## config.mk

```make
export PLATFORM = sky130hd
export DESIGN_NAME = hah_ctrl
export DESIGN_NICKNAME = d
export VERILOG_FILES = /design/src/design/hah_pkg.sv /design/src/design/hah_wait_track.sv /design/src/design/hah_ctrl.sv
export SDC_FILE = /design/constraint.sdc
export NUM_CORES = 1
export LEC_CHECK = 0
export BUFFER_PORTS_ARGS = -buffer_cell sky130_fd_sc_hd__buf_2
export CORE_MARGIN = 2
export CORE_UTILIZATION = 55
export DETAILED_ROUTE_END_ITERATION = 8
export MAX_ROUTING_LAYER = met4
export PLACE_DENSITY = 0.75
export SYNTH_ARGS = -nofsm -noshare
export SYNTH_HDL_FRONTEND = slang
export SYNTH_SLANG_ARGS = --single-unit
```

## constraint.sdc

```tcl
create_clock -name clk -period 4.01 [get_ports clk]
set_input_delay 0.401 -clock clk [delete_from_list [all_inputs] [get_ports clk]]
set_output_delay 0.401 -clock clk [all_outputs]
set_load 0.03 [all_outputs]
```

## src/design/hah_pkg.sv

```systemverilog
// Package for the host access hazard controller: device register offsets,
// cycle counts for the strobe timing and the wait tables, software map.
// Assumes a 40 MHz host clock; all counts derive from it.
package hah_pkg;

	// ------------------------------------------------------------------
	// Clock and timing
	// ------------------------------------------------------------------
	localparam int CLK_NS = 25;
	localparam int T_CYCLE_NS = 165;
	localparam int T_LONG_NS = 330;
	localparam int T_CSL_NS = 32;
	localparam int T_CSDV_NS = 30;
	localparam int T_CSH_NS = 13;
	localparam int SYNC_STAGES = 2;
	localparam int CYC_165 = (T_CYCLE_NS + CLK_NS - 1) / CLK_NS;
	localparam int CYC_330 = (T_LONG_NS + CLK_NS - 1) / CLK_NS;
	localparam int CYC_CSL = (T_CSL_NS + CLK_NS - 1) / CLK_NS;
	localparam int CYC_DV = (T_CSDV_NS + CLK_NS - 1) / CLK_NS + SYNC_STAGES;
	localparam int CYC_ASSERT = (CYC_DV > CYC_CSL) ? CYC_DV : CYC_CSL;
	localparam int CYC_CSH = (T_CSH_NS + CLK_NS - 1) / CLK_NS;
	localparam int CYC_RELEASE = (CYC_165 - CYC_ASSERT > CYC_CSH) ?
		CYC_165 - CYC_ASSERT : CYC_CSH;
	localparam int CNT_W = 5;
	localparam logic [CNT_W-1:0] NEED_0 = 5'h00;
	localparam logic [CNT_W-1:0] NEED_165 = CNT_W'(CYC_165);
	localparam logic [CNT_W-1:0] NEED_330 = CNT_W'(CYC_330);
	localparam logic [CNT_W-1:0] CNT_SAT = 5'h1f;

	// ------------------------------------------------------------------
	// Device register offsets (byte address on the device pins)
	// ------------------------------------------------------------------
	localparam int DEV_AW = 8;
	localparam logic [7:0] DEV_RX_DATA = 8'h00;
	localparam logic [7:0] DEV_TX_DATA = 8'h20;
	localparam logic [7:0] DEV_RX_STATUS = 8'h40;
	localparam logic [7:0] DEV_TX_STATUS = 8'h48;
	localparam logic [7:0] DEV_CHIP_IDENTITY = 8'h50;
	localparam logic [7:0] DEV_ENDIAN_TEST = 8'h64;
	localparam logic [7:0] DEV_RX_DATAPATH_CTRL = 8'h78;
	localparam logic [7:0] DEV_RX_FIFO_LEVEL = 8'h7c;
	localparam logic [7:0] DEV_TX_FIFO_LEVEL = 8'h80;
	localparam logic [7:0] DEV_POWER_MGMT_CTRL = 8'h84;
	localparam logic [7:0] DEV_FREE_RUN = 8'h9c;
	localparam logic [7:0] DEV_RX_DROP = 8'ha0;

	// ------------------------------------------------------------------
	// Software register map (word index) and fields
	// ------------------------------------------------------------------
	localparam logic [3:0] SW_CMD_ADDR = 4'h0;
	localparam logic [3:0] SW_CMD_WDATA = 4'h1;
	localparam logic [3:0] SW_CMD_GO = 4'h2;
	localparam logic [3:0] SW_CTRL = 4'h3;
	localparam logic [3:0] SW_STATUS = 4'h4;
	localparam logic [3:0] SW_RDATA = 4'h5;
	localparam int CMD_FSEL_BIT = 8;
	localparam int GO_WRITE_BIT = 0;
	localparam int CTRL_DUMMY_BIT = 0;
	localparam int CTRL_FFWD_BIT = 1;
	localparam int CTRL_ENF_BIT = 2;
	localparam logic [2:0] CTRL_RESET = 3'h4;

	// Class of the last read that has a read-after-read side effect
	typedef enum logic [1:0] {
		HAH_RC_NONE = 2'h0,
		HAH_RC_RXFIFO = 2'h1,
		HAH_RC_TXSTAT = 2'h2,
		HAH_RC_DROP = 2'h3
	} hah_rdcls_e;

	function automatic hah_rdcls_e hah_rd_class(input logic [7:0] a, input logic fs);
		hah_rd_class = HAH_RC_NONE;
		if (fs || a == DEV_RX_DATA || a == DEV_RX_STATUS)
			hah_rd_class = HAH_RC_RXFIFO;
		else if (a == DEV_TX_STATUS)
			hah_rd_class = HAH_RC_TXSTAT;
		else if (a == DEV_RX_DROP)
			hah_rd_class = HAH_RC_DROP;
	endfunction

	function automatic logic [CNT_W-1:0] hah_need_wr(input logic [7:0] a, input logic fs,
		input logic ffwd_done);
		hah_need_wr = NEED_165;
		if (fs || a == DEV_RX_DATA || a == DEV_RX_STATUS || a == DEV_TX_STATUS ||
			a == DEV_CHIP_IDENTITY || a == DEV_ENDIAN_TEST ||
			a == DEV_RX_FIFO_LEVEL || a == DEV_RX_DROP)
			hah_need_wr = NEED_0;
		else if (a == DEV_POWER_MGMT_CTRL || a == DEV_FREE_RUN)
			hah_need_wr = NEED_330;
		else if (a == DEV_RX_DATAPATH_CTRL && !ffwd_done)
			hah_need_wr = NEED_0;
	endfunction

	function automatic logic [CNT_W-1:0] hah_need_rd(input hah_rdcls_e c, input logic [7:0] a,
		input logic fs);
		hah_need_rd = NEED_0;
		if (!fs && c == HAH_RC_RXFIFO && a == DEV_RX_FIFO_LEVEL)
			hah_need_rd = NEED_165;
		else if (!fs && c == HAH_RC_TXSTAT && a == DEV_TX_FIFO_LEVEL)
			hah_need_rd = NEED_165;
		else if (!fs && c == HAH_RC_DROP && a == DEV_RX_DROP)
			hah_need_rd = NEED_330;
	endfunction

endpackage

```

## src/design/hah_wait_track.sv

```systemverilog
// Elapsed-time tracker: counts clock cycles since the last write ended and
// since the last side-effect read ended, and says whether a target may be read.
// Assumes end pulses arrive on the edge that raises the strobes.
`timescale 1ns/1ps
module hah_wait_track
	import hah_pkg::*;
(
	input wire logic clk,
	input wire logic rst_n,
	input wire logic ce,
	input wire logic wr_end,
	input wire logic rd_end,
	input wire hah_pkg::hah_rdcls_e rd_cls,
	input wire logic [7:0] tgt_addr,
	input wire logic tgt_fsel,
	input wire logic ffwd_done,
	output logic read_ok,
	output logic [hah_pkg::CNT_W-1:0] wr_elapsed,
	output logic [hah_pkg::CNT_W-1:0] rd_elapsed
);
	import hah_pkg::*;

	typedef struct packed {
		logic [CNT_W-1:0] wr_el;
		logic [CNT_W-1:0] rd_el;
		hah_rdcls_e cls;
	} hah_trk_s;

	hah_trk_s s_q, s_d;
	logic [CNT_W-1:0] need_w, need_r;

	// Saturating counters; reset leaves no wait pending
	always_comb begin
		s_d = s_q;
		if (s_q.wr_el != CNT_SAT)
			s_d.wr_el = s_q.wr_el + 5'h01;
		if (s_q.rd_el != CNT_SAT)
			s_d.rd_el = s_q.rd_el + 5'h01;
		if (wr_end)
			s_d.wr_el = 5'h00;
		// Only reads with side effects restart the read clock, so dummy reads between count
		if (rd_end && rd_cls != HAH_RC_NONE) begin
			s_d.rd_el = 5'h00;
			s_d.cls = rd_cls;
		end
	end

	always_ff @(posedge clk) begin
		if (!rst_n) begin
			s_q <= '{wr_el: CNT_SAT, rd_el: CNT_SAT, cls: HAH_RC_NONE};
		end else if (ce) begin
			s_q <= s_d;
		end
	end

	// Strobes assert one edge after the decision, hence the +1
	always_comb begin
		need_w = hah_need_wr(tgt_addr, tgt_fsel, ffwd_done);
		need_r = hah_need_rd(s_q.cls, tgt_addr, tgt_fsel);
		read_ok = (6'(s_q.wr_el) + 6'h01 >= 6'(need_w)) &&
			(6'(s_q.rd_el) + 6'h01 >= 6'(need_r));
	end

	assign wr_elapsed = s_q.wr_el;
	assign rd_elapsed = s_q.rd_el;

endmodule // hah_wait_track

```

## src/design/hah_ctrl.sv

```systemverilog
// Host-side controller for an asynchronous 16-bit SRAM-like host port.
// Software queues one access at a time; reads are held off until the
// read-after-write and read-after-read waits of the target have elapsed.
// Assumes the device data bus is resolved outside from dev_data_oe_n.
//
// Function
// - Host waits after any write before a read; length set by target read.
// - Most control and status registers need 165 ns after any write.
// - Power management and free-running counter need 330 ns; identity, endian none.
// - Write-to-read wait is timed from the end of the write cycle.
// - Dummy endian-test reads may fill the wait, each worth 165 ns.
// - Fewer dummy reads suffice when elapsed time already meets the wait.
// - Between side-effect reads and their dependent reads the host waits.
// - Receive FIFO reads need 165 ns before the receive level register.
// - Transmit status needs 165 ns before level; drop counter rereads 330 ns.
// - Receive datapath control wait applies only after fast-forward completed.
`timescale 1ns/1ps
module hah_ctrl
	import hah_pkg::*;
(
	input wire logic clk,
	input wire logic rst_n,
	input wire logic ce,
	input wire logic [3:0] sw_addr,
	input wire logic [31:0] sw_wdata,
	input wire logic sw_wr,
	input wire logic sw_rd,
	output logic [31:0] sw_rdata,
	output logic host_select_n,
	output logic host_read_strobe_n,
	output logic host_write_strobe_n,
	output logic [hah_pkg::DEV_AW-1:0] dev_addr,
	output logic dev_fifo_sel,
	output logic [15:0] dev_data_out,
	output logic dev_data_oe_n,
	input wire logic [15:0] dev_data_in
);
	import hah_pkg::*;

	// ------------------------------------------------------------------
	// State
	// ------------------------------------------------------------------
	typedef enum logic [3:0] {
		HAH_IDLE = 4'h1,
		HAH_CHECK = 4'h2,
		HAH_ASSERT = 4'h4,
		HAH_RELEASE = 4'h8
	} hah_state_e;

	typedef struct packed {
		hah_state_e st;
		logic [3:0] cnt;
		logic [7:0] op_addr;
		logic op_fsel;
		logic [15:0] op_wdata;
		logic op_wr;
		logic dummy;
		logic [7:0] c_addr;
		logic c_fsel;
		logic [15:0] c_wdata;
		logic c_dummy;
		logic c_ffwd;
		logic c_enf;
		logic [15:0] rdata;
		logic rd_valid;
		logic [7:0] stalls;
		logic [31:0] sw_rdata;
		logic sel_n;
		logic rd_n;
		logic wr_n;
		logic oe_n;
		logic [7:0] pa;
		logic pfs;
		logic [15:0] pd;
		logic [15:0] din_s1;
		logic [15:0] din_s2;
	} hah_regs_s;

	localparam logic [3:0] ASSERT_LAST = 4'(CYC_ASSERT - 1);
	localparam logic [3:0] RELEASE_LAST = 4'(CYC_RELEASE - 1);

	hah_regs_s r_q, r_d;
	logic read_ok, wr_end, rd_end, go;
	hah_rdcls_e end_cls;
	logic [CNT_W-1:0] wr_el, rd_el;

	hah_wait_track u_track (
		.clk(clk),
		.rst_n(rst_n),
		.ce(ce),
		.wr_end(wr_end),
		.rd_end(rd_end),
		.rd_cls(end_cls),
		.tgt_addr(r_q.op_addr),
		.tgt_fsel(r_q.op_fsel),
		.ffwd_done(r_q.c_ffwd),
		.read_ok(read_ok),
		.wr_elapsed(wr_el),
		.rd_elapsed(rd_el)
	);

	// ------------------------------------------------------------------
	// Next state
	// ------------------------------------------------------------------
	always_comb begin
		r_d = r_q;
		wr_end = 1'b0;
		rd_end = 1'b0;
		end_cls = HAH_RC_NONE;
		go = sw_wr && sw_addr == SW_CMD_GO;
		// Pin data first crosses two flip-flops
		r_d.din_s1 = dev_data_in;
		r_d.din_s2 = r_q.din_s1;

		// Software writes; a go while busy is dropped
		if (sw_wr) begin
			case (sw_addr)
				SW_CMD_ADDR: begin
					r_d.c_addr = sw_wdata[7:0];
					r_d.c_fsel = sw_wdata[CMD_FSEL_BIT];
				end
				SW_CMD_WDATA: r_d.c_wdata = sw_wdata[15:0];
				SW_CTRL: begin
					r_d.c_dummy = sw_wdata[CTRL_DUMMY_BIT];
					r_d.c_ffwd = sw_wdata[CTRL_FFWD_BIT];
					r_d.c_enf = sw_wdata[CTRL_ENF_BIT];
				end
				default: ;
			endcase
		end

		r_d.sw_rdata = 32'h0;
		if (sw_rd) begin
			case (sw_addr)
				SW_CMD_ADDR: r_d.sw_rdata = {23'h0, r_q.c_fsel, r_q.c_addr};
				SW_CMD_WDATA: r_d.sw_rdata = {16'h0, r_q.c_wdata};
				SW_CTRL: r_d.sw_rdata = {29'h0, r_q.c_enf, r_q.c_ffwd, r_q.c_dummy};
				SW_STATUS: r_d.sw_rdata = {16'h0, r_q.stalls, 5'h0, r_q.rd_valid,
					r_q.st == HAH_CHECK, r_q.st != HAH_IDLE};
				SW_RDATA: begin
					r_d.sw_rdata = {16'h0, r_q.rdata};
					r_d.rd_valid = 1'b0;
				end
				default: r_d.sw_rdata = 32'h0;
			endcase
		end

		case (r_q.st)
			HAH_IDLE: begin
				if (go) begin
					r_d.op_addr = r_q.c_addr;
					r_d.op_fsel = r_q.c_fsel;
					r_d.op_wdata = r_q.c_wdata;
					r_d.op_wr = sw_wdata[GO_WRITE_BIT];
					r_d.st = HAH_CHECK;
				end
			end
			HAH_CHECK: begin
				r_d.cnt = 4'h0;
				if (r_q.op_wr || read_ok || !r_q.c_enf) begin
					r_d.st = HAH_ASSERT;
					r_d.sel_n = 1'b0;
					r_d.pa = r_q.op_addr;
					r_d.pfs = r_q.op_fsel;
					if (r_q.op_wr) begin
						r_d.wr_n = 1'b0;
						r_d.pd = r_q.op_wdata;
						r_d.oe_n = 1'b0;
					end else begin
						r_d.rd_n = 1'b0;
					end
				end else begin
					if (r_q.stalls != 8'hff)
						r_d.stalls = r_q.stalls + 8'h01;
					// Endian-test reads have no wait and no side effect
					if (r_q.c_dummy) begin
						r_d.st = HAH_ASSERT;
						r_d.dummy = 1'b1;
						r_d.sel_n = 1'b0;
						r_d.rd_n = 1'b0;
						r_d.pa = DEV_ENDIAN_TEST;
						r_d.pfs = 1'b0;
					end
				end
			end
			HAH_ASSERT: begin
				r_d.cnt = r_q.cnt + 4'h1;
				if (r_q.cnt == ASSERT_LAST) begin
					r_d.cnt = 4'h0;
					r_d.sel_n = 1'b1;
					r_d.rd_n = 1'b1;
					r_d.wr_n = 1'b1;
					r_d.st = HAH_RELEASE;
					if (r_q.op_wr && !r_q.dummy) begin
						wr_end = 1'b1;
					end else begin
						rd_end = 1'b1;
						end_cls = r_q.dummy ? HAH_RC_NONE : hah_rd_class(r_q.op_addr, r_q.op_fsel);
					end
					// Data has been settled through the synchroniser
					if (!r_q.op_wr && !r_q.dummy) begin
						r_d.rdata = r_q.din_s2;
						r_d.rd_valid = 1'b1;
					end
				end
			end
			HAH_RELEASE: begin
				r_d.cnt = r_q.cnt + 4'h1;
				if (r_q.cnt == RELEASE_LAST) begin
					r_d.cnt = 4'h0;
					r_d.oe_n = 1'b1;
					r_d.dummy = 1'b0;
					r_d.st = r_q.dummy ? HAH_CHECK : HAH_IDLE;
				end
			end
			default: r_d.st = HAH_IDLE;
		endcase
	end

	always_ff @(posedge clk) begin
		if (!rst_n) begin
			r_q <= '0;
			r_q.st <= HAH_IDLE;
			r_q.c_enf <= CTRL_RESET[CTRL_ENF_BIT];
			r_q.sel_n <= 1'b1;
			r_q.rd_n <= 1'b1;
			r_q.wr_n <= 1'b1;
			r_q.oe_n <= 1'b1;
		end else if (ce) begin
			r_q <= r_d;
		end
	end

	assign sw_rdata = r_q.sw_rdata;
	assign host_select_n = r_q.sel_n;
	assign host_read_strobe_n = r_q.rd_n;
	assign host_write_strobe_n = r_q.wr_n;
	assign dev_addr = r_q.pa;
	assign dev_fifo_sel = r_q.pfs;
	assign dev_data_out = r_q.pd;
	assign dev_data_oe_n = r_q.oe_n;

	// ------------------------------------------------------------------
	// Assertions
	// ------------------------------------------------------------------
	localparam int A_REL = CYC_RELEASE;
	logic rd_start, pair_rx, pair_tx, pair_drop;
	assign rd_start = ce && r_q.st == HAH_CHECK && r_d.st == HAH_ASSERT && !r_d.rd_n &&
		!r_d.dummy && r_q.c_enf;
	assign pair_rx = r_q.op_addr == DEV_RX_FIFO_LEVEL && !r_q.op_fsel;
	assign pair_tx = r_q.op_addr == DEV_TX_FIFO_LEVEL && !r_q.op_fsel;
	assign pair_drop = r_q.op_addr == DEV_RX_DROP && !r_q.op_fsel;
endmodule // hah_ctrl

```

# Word level (Yosys, flattened, before mapping)
# Index checks and enable logic that the tools add are counted.
[op_classes]
reduce_logical = 54
magnitude_cmp = 2
n_bitwise = 1
muxes = 53
add_sub_neg = 6
n_eq_ne = 37
[op_table]
columns = ["cell", "count"]
rows = [
  ["16-bit case mux with 5 select lines", 1],
  ["8-bit by 7-bit == test with 1-bit output (second input constant)", 6],
  ["5-bit two-way mux", 7],
  ["8-bit == test (second input constant)", 4],
  ["5-bit AND reduction", 5],
  ["2-bit two-way mux", 12],
  ["4-bit by 2-bit == test with 1-bit output (second input constant)", 5],
  ["9-bit two-way mux", 2],
  ["1-bit two-way mux", 16],
  ["16-bit two-way mux", 1],
  ["4-bit two-way mux", 4],
  ["8-bit two-way mux", 2],
  ["4-bit case mux with 4 select lines", 1],
  ["4-bit AND reduction", 4],
  ["3-bit AND reduction", 5],
  ["5-bit by 1-bit adder with 6-bit output (second input constant)", 2],
  ["4-bit by 3-bit == test with 1-bit output (second input constant)", 3],
  ["6-bit by 5-bit >= comparator with 1-bit output", 2],
  ["1-bit logical AND", 12],
  ["2-bit != test (second input constant)", 6],
  ["4-bit case mux with 3 select lines", 1],
  ["2-bit nonzero test", 6],
  ["5-bit by 1-bit adder with 5-bit output (second input constant)", 2],
  ["1-bit logical OR", 10],
  ["22 further kinds", 34],
]
[totals]
regBits = 193
output_inout_bits = 61

# Depth between registers and ports, before layout
# Gate-level depths: netlist (run 1).
[depth]
ltp_word = 15
mapped_depth = 15

# By module
# From an unflattened synthesis (run 1), not the netlist that was laid out.
[hier_totals]
hier_cells = 925
hier_area_um2 = 8174.1
[modules_own_cells]
columns = ["mod", "cells_per_inst", "n_inst", "seq_area_each_um2", "area_each_um2"]
rows = [
  ["hah_ctrl", 796, 1, 3303.2, 7139.3],
  ["hah_wait_track", 129, 1, 240.2, 1034.7],
]

# Worst setup path after synthesis (run 1)
# OpenSTA, ideal clock, no wires.
[synth_path]
kind = "flip-flop to flip-flop"
from = "register r_q[165] in the netlist's numbering"
to = "register r_q[100] in the netlist's numbering"
n_path_buf = 1
setup_slack_ps = 463
setup_time_ps = 70
required_time_ps = 3940
period_less_slack_ps = 3547
stages_incl_launch_ff = 12
t_arrival_ps = 3477
path_cell_list = "dfxtp_1 -> or4_1 -> or4b_1 -> or3_1 -> nor2b_1 -> ha_1 -> a211oi_1 -> o221ai_1 -> a211o_1 -> buf_6 -> or3_1 -> a21oi_1"
[synth_between]
elab_chain_len = 15
elab_cells_between_ends = 36
cone_classes = "order compare (2); eq/ne (10); mux (6); bitwise (1); reduce/logical (17)"
[synth_rtl]
columns = ["element", "line", "source"]
rows = [
  ["start: declaration", "hah_ctrl.sv:82", "hah_regs_s r_q, r_d;"],
  ["start signal: assignment", "hah_ctrl.sv:230", "r_q <= r_d;"],
  ["8-bit logical NOT", "hah_pkg.sv:84", "if (fs || a == DEV_RX_DATA || a == DEV_RX_STATUS || a == DEV_TX_STATUS ||"],
  ["1-bit logical OR (4 in series)", "hah_pkg.sv:84", ""],
  ["1-bit logical OR (2 in series)", "hah_pkg.sv:85", "a == DEV_CHIP_IDENTITY || a == DEV_ENDIAN_TEST ||"],
  ["1-bit logical OR", "hah_pkg.sv:86", "a == DEV_RX_FIFO_LEVEL || a == DEV_RX_DROP)"],
  ["5-bit two-way mux", "hah_pkg.sv:84", ""],
  ["6-bit by 5-bit >= comparator with 1-bit output", "hah_wait_track.sv:60", "read_ok = (6'(s_q.wr_el) + 6'h01 >= 6'(need_w)) &&"],
  ["1-bit logical AND *", "hah_wait_track.sv:60", ""],
  ["1-bit logical OR * (2 in series)", "hah_ctrl.sv:160", "if (r_q.op_wr || read_ok || !r_q.c_enf) begin"],
  ["1-bit inverter (no line) *", "n/a", ""],
  ["4-bit AND reduction (no line) *", "n/a", ""],
]
# Every way passes the cells marked *; elsewhere a longest branch is shown, timed or not.
# A chain may end at the register's enable or synchronous reset.

# Worst setup path after layout (run 1)
[layout_path]
from = "register r_q[165] in the netlist's numbering"
to = "register r_q[98] in the netlist's numbering"
# Same word-level chain as after synthesis.

==> summary.txt, run 1 <==
Synthesis
  • Post-synthesis mux area share: 0.0857
  • Post-Synth XOR/XNOR Area: 0.00765
  • Number of flops mapped to enable cells by yosys: 0
  • Yosys warns: 0
  • Distinct cells, synth: 67
  • Largest family of logic cells by synthesized area: simple AND/OR/NAND/NOR gates
  • Synth Area per Inst: 8.53 um^2
  • Post-Syn Instances: 940
  • Compound-Gate Fraction of Synth Area: 0.149
  • Post-Synth Adder-Cell Area: 0.0250
  • Asr flop ratio synth: 0
  • Synthesized flop and latch total: 177
  • Post-Syn Area: 0.00802 mm^2
  • Primary FF master, synth: dfxtp_1
  • Simple-gate portion of the synthesized area: 0.202
  • Seq/Total Area, Yosys: 0.442

Clocking
  • TritonCTS buffer count: 17
  • CTS max path bufs: 2
  • Setup Fix Bufs, Post-CTS: 0
  • CTS clk-pin slew, worst paths: 0.07 ns
  • Clk_lat worst skew: 0.43 ns
  • Clock Sink Count: 177
  • Cts hold-fix bufs: 0
  • CTS tree: done
  • PostCTS Resize Cnt: 0
  • Clock root cell: clkbuf_16
  • H-tree depth: 4

Detailed routing
  • Vias per cell: 5.59
  • Initial DRC Count: 612
  • Final wirelength: 17500 um
  • Vias post-DR: 6494
  • Routed length per instance: 15.1 um
  • DRC Markers: 0
  • Drt pass-1 iters: 6
  • Antenna Nets Post-Route: 0

Timing
  • Relative slew margins: 0.318
  • Setup tns final: 0 ns
  • Final hold slack: 0.205 ns
  • Final worst-path cycle share: 0.959
  • Slew Limit Fails: 0
  • Setup ws final: 0.166 ns
  • Worst-Margin Slew: 1.02 ns
  • Crit path time final: 3.84 ns
  • RSZ-0062 raised after global routing: false
  • Final Hold Vio Count: 0
  • Final setup fails: 0
  • Setup Skew: 0.00564 ns
  • Highest clock rate: 260 MHz

Run
  • Max-Cap Viols: 0

Setup path
  • Worst setup EP type: register
  • Critical setup path kind: reg2reg
  • Arrival time worst endpoint: 4.21 ns
  • FF-to-FF setup slack: 0.17 ns
  • Crit path to: r_q[98]
  • Crit path from: r_q[165]
  • Reg-to-reg startpoint: r_q[165]
  • Worst R2R End: r_q[98]
  • R2r worst-path depth: 10
  • Top fanout value on the critical path: 15
  • Setup crit start kind: register
  • Required time of the critical path: 4.38 ns

Pwr
  • Leakage: 3.39 nW
  • Pwr Total: 4.12 mW
  • Pwr dens: 466 mW/mm^2
  • VDD IR max: 0.000318 V

Placement
  • I/O Buffers: 85
  • Final GP Congestion: 0.893
  • DP Area: 0.00819 mm^2
  • Hpwl dp: 12000 um
  • Place WS: 0.203 ns
  • Placed Cells: 1125

Die
  • Die height: 125 um
  • Initial Utilization: 0.558
  • Die width: 125 um
  • I/O pin total: 118
  • Rows: 44
  • Die area: 0.0156 mm^2
  • Total core area: 0.0144 mm^2

Global routing
  • First-pass GRT wire length: 28600 um
  • Initial antenna violation count: 4
  • Vias in the first global route: 5608
  • Congestion Overflow GR: 0
  • GRT Util Overall: 0.231
  • Largest net degree at the start of global routing: 87

Final layout
  • Area grow syn2layout: 10.1%
  • Layout cells sized above 1: 0.148
  • Final Core Density: 0.614
  • Final instance area: 0.00883 mm^2
  • Fin cells: 1161
  • Most frequent cells in the layout: dfxtp_1, nand2_1, a21oi_1, buf_2, nor2_1
  • Commonest non-fill, non-tap cell in the layout: dfxtp_1
  • Final #Nets: 1033

Status
  • Status: complete, no violations

Min path
  • Hold/Removal Path Class: in2reg
==> Yosys cell counts, types with 2 or more instances <==
library cell	count	area (um^2)
a21oi_1	100	500
buf_4	57	428
o211ai_1	4	30.0
clkbuf_1	44	165
nor3_1	4	20.0
a32oi_1	2	17.5
a221o_1	4	40.0
and2_1	16	100
a211oi_1	3	22.5
a31oi_1	5	31.3
nand4_1	2	12.5
or2_2	2	12.5
nor2_1	75	282
or4b_1	4	40.0
nor3b_1	5	37.5
or3_1	9	56.3
dfxtp_1	177	3540
and3_1	9	56.3
buf_1	2	7.51
or4_1	2	15.0
ha_1	16	200
inv_1	11	41.3
a22oi_1	2	15.0
buf_6	2	22.5
nor4_1	3	18.8
mux4_2	2	45.0
o221a_2	2	22.5
nand2_1	169	634
a22o_1	12	105
o21ai_0	32	160
nand3b_1	3	22.5
buf_2	8	40.0
mux2i_1	63	631
nand2b_1	7	43.8
o2bb2ai_1	12	105
nand3_1	29	145
a21boi_1	2	15.0
xor2_1	6	52.6
nor4b_1	4	35.0
o31ai_1	2	15.0
==> state kept, by name, summed over array words and instances (netlist names) <==
signal / cells
host_select_n: 1
dev_addr: 8
u_track.s_q: 2
u_track.rd_elapsed: 5
r_d: 16
sw_rdata: 16
r_q: 104
dev_data_oe_n: 1
host_write_strobe_n: 1
host_read_strobe_n: 1
dev_data_out: 16
u_track.wr_elapsed: 5
dev_fifo_sel: 1
==> layer usage <==
layer	vias up	share of wire	global-route usage
met2	192	0.45	0.335
met1	3044	0.48	0.322
li1	3230	-	-
met3	28	0.057	0.0438
met5	-	0	-
met4	0	0.018	0.0839
==> layout make-up <==
class                      instances  area, um^2
fill                            1270        5540
multi-input combinational        653        3820
sequential                       177        3540
timing repair buffer              99         543
clock buffer                      17         425
tap                              184         230
clock inverter                    15         205
inverter                          12        47.5
antenna                            4        10.0
==> power breakdown <==
part	total [mW]	internal, mW	switching [mW]
Sequential	1.87	1.81	0.0548
Combinational	0.507	0.214	0.293
Clock	1.74	1.00	0.742
==> critical path, stage by stage (launching register included) <==
cell and delay [ns]:
dfxtp_1 0.34, or4_1 0.54, or4b_1 0.52, or3_1 0.39
nor2b_1 0.16, ha_1 0.27, a211oi_1 0.24, o221ai_1 0.22
a211o_1 0.51, or4_1 0.45, a21oi_1 0.14
==> logic make-up after synthesis <==
kind of cell | after synthesis
compound gates | 196
xor+xnor | 7
fa+ha+maj | 16
buf+inv | 125
flops | 177
mux | 66
other cells | 1
simple gates | 352
==> worst min-delay path by stage <==
| stage | start | end | slack (ns) | cells past startpoint |
|---|---|---|---|---|
| 5_1_grt | sw_wdata[10] | r_q[131] | 0.21 | 3 |
| 2_1_floorplan | r_q[0] | r_q[102] | 0.43 | 2 |
| 3_5_place_dp | host_write_strobe_n | host_write_strobe_n | 0.43 | 2 |
| 6_report | sw_wdata[10] | r_q[131] | 0.20 | 3 |
| 3_3_place_gp | host_write_strobe_n | host_write_strobe_n | 0.43 | 2 |
| 4_1_cts | dev_data_in[4] | r_d[4] | 0.19 | 3 |
Power figures use the tool's default switching activity.
==> run 2: changes to the inputs <==
--- a/config.mk
+++ b/config.mk
@@ -8,6 +8,7 @@
 export BUFFER_PORTS_ARGS = -buffer_cell sky130_fd_sc_hd__buf_2
 export CORE_MARGIN = 2
 export CORE_UTILIZATION = 55
+export CTS_BUF_LIST = sky130_fd_sc_hd__clkbuf_4 sky130_fd_sc_hd__clkbuf_8
 export DETAILED_ROUTE_END_ITERATION = 8
 export MAX_ROUTING_LAYER = met4
 export PLACE_DENSITY = 0.75
==> run 2 against run 1 <==
Hold slack lost 0.049 ns. Final area down 2.2%. Utilization shrank 1.3 points. Setup slack lost 0.0018 ns. Sequential share of layout area grew 0.89 points. Register-to-register slack about the same. Total power is 10% lower. Routed wire length down 0.63%. Cell count did not move. Global-route usage is 0.29 points lower. Highest routed layer unchanged.
==> summary.txt, run 2 (synthesis results as in run 1) <==
Detailed routing
  • Initial DRC Count: 600 (was 612)
  • Vias per cell: 5.55 (was 5.59)
  • Final wirelength: 17400 um (was 17500 um)
  • Drt pass-1 iters: 5 (was 6)
  • Routed length per instance: 15.0 um (was 15.1 um)
  • Vias post-DR: 6446 (was 6494)
  • Antenna Nets Post-Route: 0 (unchanged)
  • DRC Markers: 0 (unchanged)

Global routing
  • Initial antenna violation count: 4 (unchanged)
  • Largest net degree at the start of global routing: 87 (unchanged)
  • Vias in the first global route: 5585 (was 5608)
  • Congestion Overflow GR: 0 (unchanged)
  • First-pass GRT wire length: 28200 um (was 28600 um)
  • GRT Util Overall: 0.228 (was 0.231)

Final layout
  • Filler cell count: 1299 (was 1270)
  • Area grow syn2layout: 7.71% (was 10.1%)
  • Seq. cell area: 0.00354 mm^2 (unchanged)
  • Most flop-heavy register: r_q (unchanged)
  • Footprint of the multi-input gates: 0.00382 mm^2 (unchanged)
  • Layout cells sized above 1: 0.148 (unchanged)
  • Most frequent cells in the layout: dfxtp_1, nand2_1, a21oi_1, buf_2, nor2_1 (unchanged)
  • Final Core Density: 0.601 (was 0.614)
  • Final #Nets: 1033 (unchanged)
  • Commonest non-fill, non-tap cell in the layout: dfxtp_1 (unchanged)
  • Max reg flops: 104 (unchanged)

Timing
  • Final setup fails: 0 (unchanged)
  • Relative slew margins: 0.314 (was 0.318)
  • Final worst-path cycle share: 0.959 (about the same)
  • Slew Limit Fails: 0 (unchanged)
  • Setup Skew: 0.00969 ns (was 0.00564 ns)
  • RSZ-0062 raised after global routing: false (unchanged)
  • Setup tns final: 0 ns (unchanged)
  • Final hold slack: 0.156 ns (was 0.205 ns)
  • Worst-Margin Slew: 1.03 ns (was 1.02 ns)
  • Crit path time final: 3.85 ns (was 3.84 ns)
  • Final Hold Vio Count: 0 (unchanged)
  • Highest clock rate: 260 MHz (about the same)

Die
  • I/O pin total: 118 (unchanged)
  • Rows: 44 (unchanged)
  • Die area: 0.0156 mm^2 (unchanged)
  • Die width: 125 um (unchanged)
  • Die height: 125 um (unchanged)
  • Total core area: 0.0144 mm^2 (unchanged)
  • Initial Utilization: 0.558 (unchanged)

Clocking
  • PostCTS Resize Cnt: 0 (unchanged)
  • Clock root cell: clkbuf_8 (was clkbuf_16)
  • CTS max path bufs: 2 (unchanged)
  • TritonCTS buffer count: 17 (unchanged)
  • CTS clk-pin slew, worst paths: 0.10 ns (was 0.07 ns)
  • Clock Sink Count: 177 (unchanged)
  • H-tree depth: 4 (unchanged)
  • Cts hold-fix bufs: 0 (unchanged)
  • Setup Fix Bufs, Post-CTS: 0 (unchanged)
  • Clk_lat worst skew: 0.47 ns (was 0.43 ns)
  • CTS tree: done (unchanged)

Setup path
  • Top fanout value on the critical path: 15 (unchanged)
  • Setup crit start kind: register (unchanged)
  • Most frequent CP cell: or4_1 (unchanged)
  • Critical path cell sequence: or4_1, or4b_1, or3_1, nor2b_1, ha_1, a211oi_1, o221ai_1, a211o_1, or4_1, a21oi_1 (unchanged)
  • CP max stage delay: 0.52 ns (was 0.54 ns)
  • Arrival time worst endpoint: 4.26 ns (was 4.21 ns)
  • Slowest CP cell: or4b_1 (was or4_1)
  • Worst setup EP type: register (unchanged)
  • Critical setup path kind: reg2reg (unchanged)
  • Required time of the critical path: 4.42 ns (was 4.38 ns)

Placement
  • Hpwl dp: 12000 um (unchanged)
  • I/O Buffers: 85 (unchanged)
  • Final GP Congestion: 0.893 (unchanged)

Pwr
  • VDD IR max: 0.000333 V (was 0.000318 V)
  • Pwr Total: 3.70 mW (was 4.12 mW)
  • Pwr dens: 429 mW/mm^2 (was 466 mW/mm^2)
  • Leakage: 3.30 nW (was 3.39 nW)

Run
  • Max-Cap Viols: 0 (unchanged)

Status
  • Status: complete, no violations (unchanged)

Min path
  • Hold/Removal Path Class: in2reg (unchanged)
run 2: changes by cell type in the layout (fill, tap and decap cells not counted):
cell       previous run  this run
clkbuf_16            17         0
clkbuf_8              0        17
run 2: worst paths after layout:
| check | to | slack (ns) | startpoint | cells past startpoint |
|---|---|---|---|---|
| max | r_q[98] | 0.16 | r_q[167] | 10 |
| max reg2reg | r_q[98] | 0.16 | r_q[167] | 10 |
| min | r_q[131] | 0.16 | sw_wdata[10] | 3 |
| min reg2reg | host_write_strobe_n | 0.45 | host_write_strobe_n | 2 |
run 2: layer usage:
| layer | track usage | vias up | wire length (um) |
|---|---|---|---|
| li1 | - | 3221 | - |
| met3 | 0.0546 | 20 | 1020 |
| met4 | 0.0674 | 0 | 248 |
| met2 | 0.334 | 188 | 7810 |
| met5 | - | - | 0 |
| met1 | 0.315 | 3017 | 8310 |
run 2: area by class of cell:
type	count	share of cell area
Antenna cell	4	0.00116
Sequential cell	177	0.410
Clock buffer	17	0.0271
Tap cell	184	0.0267
Clock inverter	15	0.0238
Inverter	12	0.00551
Timing Repair Buffer	99	0.0629
Multi-Input combinational cell	653	0.443
run 2: worst max-delay path, delay by kind of cell, from the launching register on:
family,cells,cell delay [ns]
and+or+nand+nor,5,2.02
AOI/OAI and AO/OA,4,1.11
adders and majority gates,1,0.27
DFF,1,0.38
run 2: metrics by stage:
step	worst slack (ns)	cells	instance area, um^2
2_1_floorplan	0.463	955	8070
3_3_place_gp	0.259	1125	8190
3_5_place_dp	0.203	1125	8190
4_1_cts	0.196	1157	8630
5_1_grt	0.0206	1161	8640
6_report	0.164	1161	8640
run 2: power breakdown:
group          total (mW)  switching [mW]  internal (mW)
Combinational       0.508           0.294          0.214
Clock                1.33           0.692          0.637
Sequential           1.87          0.0553           1.81
